## src/rtl/aach_defs.svh

```systemverilog
// constants for the abort and compare handler
`ifndef AACH_DEFS_SVH
`define AACH_DEFS_SVH
`define AACH_CH_ESC 8'h1B
`define AACH_CH_CR 8'h0D
`define AACH_CH_LF 8'h0A
`define AACH_CH_PROMPT 8'h3E
`define AACH_CH_NUL 8'h00
`define AACH_SPEED_ZERO 16'h0000
`define AACH_CNT_ONE 24'h000001
`endif

```

## src/rtl/aach_pkg.sv

```systemverilog
// types for the abort and compare handler
package aach_pkg;
   typedef enum logic [2:0] {
      CMP_NE,
      CMP_LE,
      CMP_LT,
      CMP_EQ,
      CMP_EQ2,
      CMP_GE,
      CMP_GT
   } aach_cmp_t;
   typedef enum logic [1:0] {
      MOT_IDLE,
      MOT_RUN,
      MOT_RAMP
   } aach_mot_t;
   typedef enum logic [1:0] {
      TX_IDLE,
      TX_CR,
      TX_LF,
      TX_PROMPT
   } aach_tx_t;
endpackage

```

## src/rtl/aach_abort_and_compare.sv

```systemverilog
// escape/abort handling, motor ramp-down and sequence comparison evaluator
`timescale 1ns/1ps
`include "aach_defs.svh"
module aach_abort_and_compare #(
   parameter int SPW = 16,
   parameter int TW = 24,
   parameter int DW = 32
) (
   input wire logic mclk,
   input wire logic rst,
   input wire logic [7:0] rxChar,
   input wire logic rxValid,
   output logic [7:0] txChar,
   output logic txValid,
   input wire logic txReady,
   output logic lineClear,
   input wire logic abortTermCmd,
   input wire logic abortSeqCmd,
   input wire logic abortBusCmd,
   input wire logic motionStart,
   input wire logic [SPW-1:0] runSpeed,
   input wire logic [SPW-1:0] starting_speed,
   input wire logic [TW-1:0] decel_time,
   output logic [SPW-1:0] motorSpeed,
   output logic motorRunning,
   input wire logic seqStart,
   input wire logic seqEnd,
   output logic seqRunning,
   input wire logic dispStart,
   output logic dispActive,
   input wire logic [2:0] cmpOp,
   input wire logic signed [DW-1:0] cmpA,
   input wire logic signed [DW-1:0] cmpB,
   output logic cmpResult
);
   aach_pkg::aach_mot_t motState_ff, nxt_motState;
   aach_pkg::aach_tx_t txState_ff, nxt_txState;
   logic [SPW-1:0] speed_ff, nxt_speed;
   logic [TW-1:0] rampCnt_ff, nxt_rampCnt;
   logic [SPW-1:0] step_ff;
   logic seqRun_ff, dispAct_ff, cmp_ff;

   // character arriving from the terminal, same clock domain
   wire escHit = rxValid && (rxChar == `AACH_CH_ESC);
   wire abortAny = abortTermCmd || abortSeqCmd || abortBusCmd;
   wire stopReq = escHit || abortAny;
   // per-tick decrement spreads the drop over decel_time ticks; the step is
   // rounded up so that decel_time steps always land on the starting speed
   // span comes from the speed actually held, so a later runSpeed change cannot skew it
   wire [SPW-1:0] spanSpeed = (speed_ff > starting_speed) ? speed_ff - starting_speed : `AACH_SPEED_ZERO;
   // a zero decel_time would divide by zero; one tick is the shortest ramp
   wire [TW-1:0] safeTime = (decel_time == '0) ? `AACH_CNT_ONE : decel_time;
   // one spare bit keeps span plus time from wrapping before the divide
   wire [TW:0] stepNum = (TW+1)'(spanSpeed) + {1'b0, safeTime} - (TW+1)'(`AACH_CNT_ONE);
   wire [TW:0] stepQuot = stepNum / {1'b0, safeTime};
   wire [SPW-1:0] stepCalc = stepQuot[SPW-1:0];
   // compare the distance above the floor, not starting_speed + step, which could wrap
   wire [SPW-1:0] lowered = (spanSpeed > step_ff) ? speed_ff - step_ff : starting_speed;
   wire rampDone = (speed_ff <= starting_speed) || (rampCnt_ff == '0);
   wire runStop = (motState_ff == aach_pkg::MOT_RUN) && stopReq;

   // motor state: stop requests never cut speed at once, they ramp
   always_comb begin
      nxt_motState = motState_ff;
      nxt_speed = speed_ff;
      nxt_rampCnt = rampCnt_ff;
      case (motState_ff)
         aach_pkg::MOT_IDLE: begin
            // idle stop request leaves motion untouched
            if (motionStart && !stopReq) begin
               nxt_motState = aach_pkg::MOT_RUN;
               nxt_speed = runSpeed;
            end
         end
         aach_pkg::MOT_RUN: begin
            if (stopReq) begin
               nxt_motState = aach_pkg::MOT_RAMP;
               nxt_rampCnt = safeTime;
            end
         end
         aach_pkg::MOT_RAMP: begin
            // the counter only guards against a stalled ramp; the floor normally ends it
            if (rampDone) begin
               nxt_motState = aach_pkg::MOT_IDLE; // reached starting speed, stop fully
               nxt_speed = `AACH_SPEED_ZERO;
            end else begin
               nxt_rampCnt = rampCnt_ff - `AACH_CNT_ONE;
               nxt_speed = lowered;
            end
         end
         default: begin
            nxt_motState = aach_pkg::MOT_IDLE;
            nxt_speed = `AACH_SPEED_ZERO;
         end
      endcase
   end

   always_ff @(posedge mclk) begin
      if (rst) begin
         motState_ff <= aach_pkg::MOT_IDLE;
         speed_ff <= `AACH_SPEED_ZERO;
         rampCnt_ff <= '0;
         step_ff <= '0;
      end else begin
         motState_ff <= nxt_motState;
         speed_ff <= nxt_speed;
         rampCnt_ff <= nxt_rampCnt;
         if (runStop) begin
            step_ff <= stepCalc;
         end
      end
   end

   // stop has priority over a start in the same cycle, so a late start cannot revive it
   wire seqClear = stopReq || seqEnd;
   wire dispClear = escHit; // abort on its own leaves the display running

   // stored-sequence running flag
   always_ff @(posedge mclk) begin
      if (rst) begin
         seqRun_ff <= 1'b0;
      end else if (seqClear) begin
         seqRun_ff <= 1'b0;
      end else if (seqStart) begin
         seqRun_ff <= 1'b1;
      end
   end

   // continuous display flag, cleared only by escape
   always_ff @(posedge mclk) begin
      if (rst) begin
         dispAct_ff <= 1'b0;
      end else if (dispClear) begin
         dispAct_ff <= 1'b0;
      end else if (dispStart) begin
         dispAct_ff <= 1'b1;
      end
   end

   // echo CR, LF, prompt after escape; a new escape mid-echo restarts it
   always_comb begin
      nxt_txState = txState_ff;
      // each echo char stands until the host takes it
      case (txState_ff)
         aach_pkg::TX_IDLE: begin
            if (escHit) begin
               nxt_txState = aach_pkg::TX_CR;
            end
         end
         aach_pkg::TX_CR: begin
            if (txReady) begin
               nxt_txState = aach_pkg::TX_LF;
            end
         end
         aach_pkg::TX_LF: begin
            if (txReady) begin
               nxt_txState = aach_pkg::TX_PROMPT;
            end
         end
         aach_pkg::TX_PROMPT: begin
            if (txReady) begin
               nxt_txState = aach_pkg::TX_IDLE;
            end
         end
         default: begin
            nxt_txState = aach_pkg::TX_IDLE;
         end
      endcase
      if (escHit && txState_ff != aach_pkg::TX_IDLE) begin
         nxt_txState = aach_pkg::TX_CR;
      end
   end

   always_ff @(posedge mclk) begin
      if (rst) begin
         txState_ff <= aach_pkg::TX_IDLE;
         lineClear <= 1'b0;
      end else begin
         txState_ff <= nxt_txState;
         lineClear <= escHit; // one pulse tells the line editor to drop its buffer
      end
   end

   assign txValid = (txState_ff != aach_pkg::TX_IDLE);
   assign txChar = (txState_ff == aach_pkg::TX_CR) ? `AACH_CH_CR :
                   (txState_ff == aach_pkg::TX_LF) ? `AACH_CH_LF :
                   (txState_ff == aach_pkg::TX_PROMPT) ? `AACH_CH_PROMPT : `AACH_CH_NUL;

   // comparison evaluator, signed so variables may go negative
   wire isEq = (cmpA == cmpB);
   wire isLt = (cmpA < cmpB);
   // the other four follow from equal and less-than, so one adder serves all
   wire isNe = !isEq;
   wire isLe = isLt || isEq;
   wire isGe = !isLt;
   wire isGt = !isLe;
   wire cmpNow = (cmpOp == 3'(aach_pkg::CMP_NE)) ? isNe :
                 (cmpOp == 3'(aach_pkg::CMP_LE)) ? isLe :
                 (cmpOp == 3'(aach_pkg::CMP_LT)) ? isLt :
                 (cmpOp == 3'(aach_pkg::CMP_EQ)) ? isEq :
                 (cmpOp == 3'(aach_pkg::CMP_EQ2)) ? isEq :
                 (cmpOp == 3'(aach_pkg::CMP_GE)) ? isGe :
                 (cmpOp == 3'(aach_pkg::CMP_GT)) ? isGt : 1'b0;

   always_ff @(posedge mclk) begin
      if (rst) begin
         cmp_ff <= 1'b0;
      end else begin
         cmp_ff <= cmpNow;
      end
   end

   assign cmpResult = cmp_ff;
   assign motorSpeed = speed_ff;
   assign motorRunning = (motState_ff != aach_pkg::MOT_IDLE);
   assign seqRunning = seqRun_ff;
   assign dispActive = dispAct_ff;
endmodule

```

## config.mk

```make
export PLATFORM = sky130hd
export DESIGN_NAME = aach_abort_and_compare
export DESIGN_NICKNAME = d
export VERILOG_FILES = /design/src/rtl/aach_pkg.sv /design/src/rtl/aach_abort_and_compare.sv
export VERILOG_INCLUDE_DIRS = /design/src /design/src/rtl
export SDC_FILE = /design/constraint.sdc
export NUM_CORES = 1
export LEC_CHECK = 0
export BUFFER_PORTS_ARGS = -buffer_cell sky130_fd_sc_hd__buf_4
export CAP_MARGIN = 25
export CORE_MARGIN = 4
export CORE_UTILIZATION = 50
export DETAILED_ROUTE_END_ITERATION = 10
export PLACE_DENSITY = 0.68
export SLEW_MARGIN = 40
export SYNTH_ARGS = -nofsm -noshare
export SYNTH_HDL_FRONTEND = slang
export SYNTH_SLANG_ARGS = --single-unit
```

## constraint.sdc

```tcl
create_clock -name mclk -period 126.6 [get_ports mclk]
set_input_delay 12.66 -clock mclk [delete_from_list [all_inputs] [get_ports mclk]]
set_output_delay 12.66 -clock mclk [all_outputs]
set_load 0.02 [all_outputs]
```

==> metrics.md, run 1 <==
| Metric | Value |
|---|---|
| Status | completed |
| Antenna violations before repair | 2 |
| FMAX | 0.01261 GHz |
| Crit path max-delay cell type | o22a_1 |
| Die Width | 231.8 um |
| Number of global-route vias before repair | 25290 |
| Total Neg Setup Slack | 0 ns |
| Layout Area Growth over Synthesis | 9.383% |
| Clock sink count | 64 |
| Num rows | 81 |
| Mapped Area | 25040 um^2 |
| Area of the multi-input gates | 22510 um^2 |
| Most common cell on crit path | o21a_1 |
| Mux cell area share after synthesis | 4.147% |
| First-pass DRT Iterations | 7 |
| Layout cells sized above 1 | 10.40% |
| Period utilization | 62.66% |
| Largest vdd supply drop | 0.01028 mV |
| CTS resizes | 0 |
| Syn_area_per_cell | 6.996 um^2 |
| Worst Path Max Fanout | 30 |
| First-pass GRT wire length | 138800 um |
| Compound-cell area share of the yosys netlist | 30.37% |
| Seq cells post-synth | 64 |
| I/O pins | 172 |
| Prevailing post-synth register cell | dfxtp_1 |
| Vias | 27420 |
| Die area | 53730 um^2 |
| Port Buffers | 169 |
| Via density per instance | 6.279 |
| Synth Area in Simple Gates | 25.08% |
| Layout Nets | 4298 |
| Leakage power | 12.53 nW |
| WL final | 88670 um |
| Routed length per instance | 20.30 um |
| Setup fix buffers added after clock tree synthesis | 0 |
| RSZ-0062 raised after global routing | false |
| Largest family of logic cells by synthesized area | compound AO/OA/AOI/OAI gates |
| Core area | 49250 um^2 |
| Post-synth EDFFs | 0 |
| Synthesized-area fraction occupied by adder cells | 23.09% |
| Die Y | 231.8 um |
| Worst-Margin Slew | 0.8484 ns |
| Max-slew violations | 0 |
| Worst Path Required | 126.80 ns |
| Antenna Cells | 0 |
| TritonCTS clock tree | yes |
| Clock Path Buffers | 2 |
| Slew margin rel. | 43.44% |
| Filler Cell Count | 4962 |
| Global route overflow | 0 |
| Cts bufs inserted | 9 |
| Number of hold buffers added after CTS | 0 |
| Initial Utilization | 50.85% |
| Setup Crit Path Kind | in -> reg |
| Clock-pin slew on the worst setup and hold paths | 0.07 ns |
| Pin count of the biggest net entering global routing | 65 |
| Post-synth cell types | 115 |
| Detailed-route DRC error count | 0 |
| DRT iter0 DRCs | 2145 |
| Total power | 334.2 uW |
| Setup violators final | 0 |
| Final Hold Fails | 0 |
| Clock H-tree levels | 3 |
| Gpl congestion | 1.034 |
| Final min period | 79.33 ns |
| Syn Inst Count | 3580 |
| Routed Antenna Nets | 0 |
| Worst EP arrival | 79.53 ns |
| HP Class | reg -> reg |
| Async SR Flop Fraction | 0% |
| Reg area | 1281 um^2 |
| Crit. End Element | register |
| Total track usage | 31.58% |
| Worst stage delay on the critical path | 0.77 ns |
| Synth Area in XOR/XNOR | 6.815% |
| Clock root cell | clkbuf_16 |
| Skew-Pair Late Insertion Delay | 0.35 ns |
| Pwr/cell area | 12.20 nW/um^2 |
| Max-cap violation count | 0 |
| Register area share after synthesis | 5.116% |
| Hpwl dp | 69630 um |
| Startpoint types | input pin |
| Skew final | 0.01161 ns |
| YS warnings | 0 |
layout by cell type, fill, tap and decap left out, types with 18 or more instances in the layout:
cell type  synthesis  final
buf_4              4    203
nand4_1           51     51
xnor2_1          124    124
a21oi_1          256    256
nand3_1           87     87
dfxtp_1           64     64
or2_2             18     18
mux2i_1           18     18
nand2b_1          53     53
o21a_1           129    128
nor2b_1           57     56
mux2_2            69     69
and3_1            27     27
a21o_1           112    112
o21bai_1          34     34
o21ai_0          212    212
or3_1             43     43
xor2_1            69     69
o31ai_1           25     24
a21boi_0          18     18
nor2_1           359    356
nor3_1           136    136
a211oi_1          56     56
and2_1            34     35
nand2_1          337    335
nor4_1            24     24
a31oi_1           38     36
ha_1             455    455
inv_1            247    247
Yosys cell counts, drive strengths merged, types with 14 or more instances:
library cell  count  area (um^2)
a211oi           58        452.9
a21boi           18        135.1
a21o            112        840.8
a21oi           258         1299
a221oi           14        128.9
a22oi            14        110.1
a31oi            41        275.3
and2             35        219.0
and3             27        168.9
and4             15        131.4
buf              19        102.6
clkbuf           78        292.8
dfxtp            64         1281
ha              455         5693
inv             252        945.9
mux2             72        822.0
mux2i            20        216.5
nand2           337         1265
nand2b           53        331.6
nand3            87        435.4
nand4            52        340.3
nor2            361         1360
nor2b            57        356.6
nor3            138        706.9
nor4             26        183.9
o211ai           17        127.6
o21a            129        968.4
o21ai           220         1109
o21bai           35        266.5
o22ai            18        112.6
o31ai            27        212.7
or2              20        125.1
or3              43        269.0
xnor2           125         1102
xor2             69        604.3
report_power, final:
group          internal, mW  switching, mW
Clock                0.0153         0.0111
Combinational         0.123          0.163
Sequential           0.0205       0.000412
Total                 0.159          0.175
cell type report:
type                            count  area share [%]
Clock inverter                      7          0.2649
Multi-Input combinational cell   3167           82.17
Sequential cell                    64           4.677
Inverter                          253           3.467
Timing Repair Buffer              203           5.563
Clock buffer                        9          0.8221
Tap cell                          664           3.033
through the flow:
step | hold WS [ns] | worst slack (ns) | instance area (um^2) | cells | utilization, %
global route | 0.4755 | 41.68 | 27390 | 4367 | 55.62
global placement | 0.4390 | 48.84 | 27050 | 4351 | 54.92
detailed placement | 0.4435 | 48.53 | 27080 | 4351 | 54.98
CTS | 0.4512 | 48.60 | 27380 | 4367 | 55.59
floorplan | 0.4319 | 56.95 | 25050 | 3581 | -
finish | 0.4531 | 47.27 | 27390 | 4367 | 55.62
per-layer routing:
layer	global-route usage (%)	vias up	routed length, um
met5	0	-	13
met4	11.53	2	3918
met3	3.864	247	6378
li1	-	13470	-
met1	41.67	12640	38290
met2	52.94	1063	40070
kinds of logic (layout without fill, tap and decap cells):
family | Yosys count | count (layout)
AND/OR/NAND/NOR | 1297 | 1297
adder cells (fa/ha/maj) | 461 | 461
other | 1 | 2
XOR/XNOR | 194 | 194
AO/OA/AOI/OAI | 1121 | 1121
buffers and inverters | 350 | 472
flip-flops | 64 | 64
multiplexers | 92 | 92
flip-flops by register name (all words and copies together) (netlist names):
register / flops
lineClear: 1
motorSpeed: 16
motState_ff: 2
txState_ff: 2
step_ff: 16
seqRunning: 1
dispActive: 1
cmpResult: 1
rampCnt_ff: 24
critical path, delay by kind of cell:
kind                     cells  cell delay [ns]
AO/OA/AOI/OAI              167            38.69
multiplexers                 5             1.48
AND/OR/NAND/NOR             74            15.78
adder cells (fa/ha/maj)     27             8.23
buffers and inverters       12             2.00
XOR/XNOR                     2             0.49
path summary, 6_finish.rpt:
path	slack, ns	to	cells past startpoint	startpoint
setup / recovery	47.27	step_ff[0]$_SDFFE_PP0P_	287	starting_speed[1]
hold / removal	0.45	step_ff[11]$_SDFFE_PP0P_	2	step_ff[11]$_SDFFE_PP0P_
setup reg to reg	59.31	step_ff[0]$_SDFFE_PP0P_	285	motorSpeed[1]$_SDFFE_PP0P_
hold reg to reg	0.45	step_ff[11]$_SDFFE_PP0P_	2	step_ff[11]$_SDFFE_PP0P_
(Power assumes the default switching activity.)
==> inputs of run 2 (changes only) <==
Clock period 126.6 ns to 77.4 ns, I/O delays scaled along.
==> run 2 against run 1 <==
Against the previous run: core utilization grew 0.19 points; power is 66% higher; routed wire length rose by 0.90%; via count grew 0.26%; clock power rose by 84%; final area increased by 0.33%; critical path type unchanged; highest routed layer is now met4.
==> metrics.md, run 2 (synthesis gave the netlist of run 1 again) <==
| Metric | Value |
|---|---|
| Status | completed |
| Layout Nets | 4300 (+0.047%) |
| Die Y | 231.8 um (unchanged) |
| Reg with most FFs | rampCnt_ff |
| Gpl congestion | 1.043 (+0.83%) |
| RSZ-0062 raised after global routing | false |
| Via density per instance | 6.293 (+0.21%) |
| Number of hold buffers added after CTS | 0 (unchanged) |
| Final min period | 72.52 ns |
| Antenna violations before repair | 1 (-1) |
| Worst Path Required | 77.60 ns (-49.20 ns) |
| Largest register FFs | 24 (unchanged) |
| TritonCTS clock tree | yes |
| Pwr/cell area | 20.19 nW/um^2 (+66%) |
| Max-slew violations | 0 (unchanged) |
| CTS resizes | 0 (unchanged) |
| Detailed-route DRC error count | 0 (unchanged) |
| Core area | 49250 um^2 (unchanged) |
| WL final | 89470 um (+0.90%) |
| Period utilization | 93.70% |
| Pin count of the biggest net entering global routing | 65 (unchanged) |
| Vias | 27490 (+0.26%) |
| Buffers and inverters on the worst path | 15 (+3) |
| Final Hold Fails | 0 (unchanged) |
| Initial Utilization | 50.85% (unchanged) |
| Antenna Cells | 0 (unchanged) |
| Leakage power | 12.57 nW (+0.27%) |
| Layout cells sized above 1 | 10.74% (+0.35 points) |
| Filler Cell Count | 4984 (+0.44%) |
| Most common cell on crit path | o21a_1 |
| Setup violators final | 0 (unchanged) |
| Crit. End Element | register |
| Design area | 27490 um^2 (+0.33%) |
| Clock root cell | clkbuf_16 |
| Num rows | 81 (unchanged) |
| Port Buffers | 169 (unchanged) |
| I/O pins | 172 (unchanged) |
| Clock-pin slew on the worst setup and hold paths | 0.07 ns (about the same) |
| Setup fix buffers added after clock tree synthesis | 0 (unchanged) |
| Worst stage delay on the critical path | 0.76 ns (about the same) |
| Routed length per instance | 20.48 um (+0.86%) |
| DRT iter0 DRCs | 2511 (+17%) |
| Clock sink count | 64 (unchanged) |
| HP Class | reg -> reg |
| Crit path max-delay cell type | and2_1 |
| FMAX | 0.01379 GHz |
| Hpwl dp | 70010 um (+0.54%) |
| Skew final | 0.01138 ns (-0.0002257 ns) |
| First-pass GRT wire length | 139400 um (+0.47%) |
| Area after DPL | 27090 um^2 (about the same) |
| CP top delay family | compound AO/OA/AOI/OAI gates |
| Skew-Pair Late Insertion Delay | 0.34 ns (about the same) |
| Global route overflow | 0 (unchanged) |
| Max-cap violation count | 0 (unchanged) |
| Cts bufs inserted | 9 (unchanged) |
| Routed Antenna Nets | 0 (unchanged) |
| Setup Crit Path Kind | in -> reg |
| Min Hold Slack | 0.4584 ns (+0.005260 ns) |
| Most common cell after layout, fill and taps aside | ha_1 |
| Slew margin rel. | 40.45% (-3.0 points) |
| Final std cells w/o fill | 4369 (+0.046%) |
| Die area | 53730 um^2 (unchanged) |
| Largest vdd supply drop | 0.01589 mV (+55%) |
| Most frequent cells in the layout | 455 x ha_1, 355 x nor2_1, 334 x nand2_1 |
| First-pass DRT Iterations | 8 (+1) |
| Layout Area Growth over Synthesis | 9.747% |
| Clock Path Buffers | 2 (unchanged) |
| Worst Path Max Fanout | 26 (-13%) |
| Number of global-route vias before repair | 25340 (+0.17%) |
| Total Neg Setup Slack | 0 ns (unchanged) |
| Worst EP arrival | 72.72 ns (-6.81 ns) |
| Startpoint types | input pin |
| Total track usage | 31.74% (+0.16 points) |
| Dpl cells | 4353 (+0.046%) |
| Die Width | 231.8 um (unchanged) |
| Worst-Margin Slew | 0.8910 ns (+0.04262 ns) |
| Total power | 555.1 uW (+66%) |
| Clock H-tree levels | 3 (unchanged) |
run 2: cell count changes in the layout (fill, tap and decap cells not counted), moves of 2 or more:
cell / previous run / this run
nor3_1: 136 / 134
clkinv_4: 2 / 0
clkinv_2: 2 / 0
buf_4: 203 / 205
o21ai_0: 212 / 210
clkinvlp_4: 2 / 0
nor3_2: 1 / 3
inv_6: 0 / 3
run 2: metal layers:
metal  GRT usage (%)  routed length, um  vias up
met1           42.31              39050    12680
met3           2.870               6108      231
li1                -                  -    13470
met2           53.41              40370     1111
met5               0                  0        -
met4           11.64               3937        0
run 2: final cells by class:
type	instances	area (um^2)	share of cell area, %
clock inverters	6	97.59	0.3551
clock buffers	10	239.0	0.8695
flip-flops and latches	64	1281	4.662
repair buffers	205	1539	5.599
multi-input cells	3167	22550	82.04
inverters	253	949.7	3.455
well taps	664	830.8	3.023
run 2: worst register-to-register path, delay by kind of cell, from the launching register on:
kind	cells	cell delay (ns)
buffers and inverters	13	2.38
and+or+nand+nor	73	14.75
xor gates and xnor gates	1	0.15
muxes	3	0.92
AOI/OAI and AO/OA	163	38.22
adders and majority gates	27	8.46
DFF	1	0.44
run 2: metrics by stage:
step / setup slack, ns / utilization [%]
after floorplan: 12.67 / -
after global placement: 4.973 / 54.95
after detailed placement: 4.469 / 54.99
after CTS: 4.639 / 55.68
after global routing: 0.1239 / 55.80
final: 4.880 / 55.80
run 2: report_power, final:
part | internal, mW | switching, mW | total [mW]
clock network | 0.0297 | 0.0187 | 0.0485
registers | 0.0335 | 0.000672 | 0.0342
logic | 0.202 | 0.270 | 0.472
run 2: path summary, 6_finish.rpt:
kind | startpoint | to | slack (ns) | cells after the start
min reg2reg | step_ff[13]$_SDFFE_PP0P_ | step_ff[13]$_SDFFE_PP0P_ | 0.46 | 2
max | starting_speed[1] | step_ff[0]$_SDFFE_PP0P_ | 4.88 | 282
min | step_ff[13]$_SDFFE_PP0P_ | step_ff[13]$_SDFFE_PP0P_ | 0.46 | 2
max reg2reg | motorSpeed[1]$_SDFFE_PP0P_ | step_ff[0]$_SDFFE_PP0P_ | 11.99 | 280
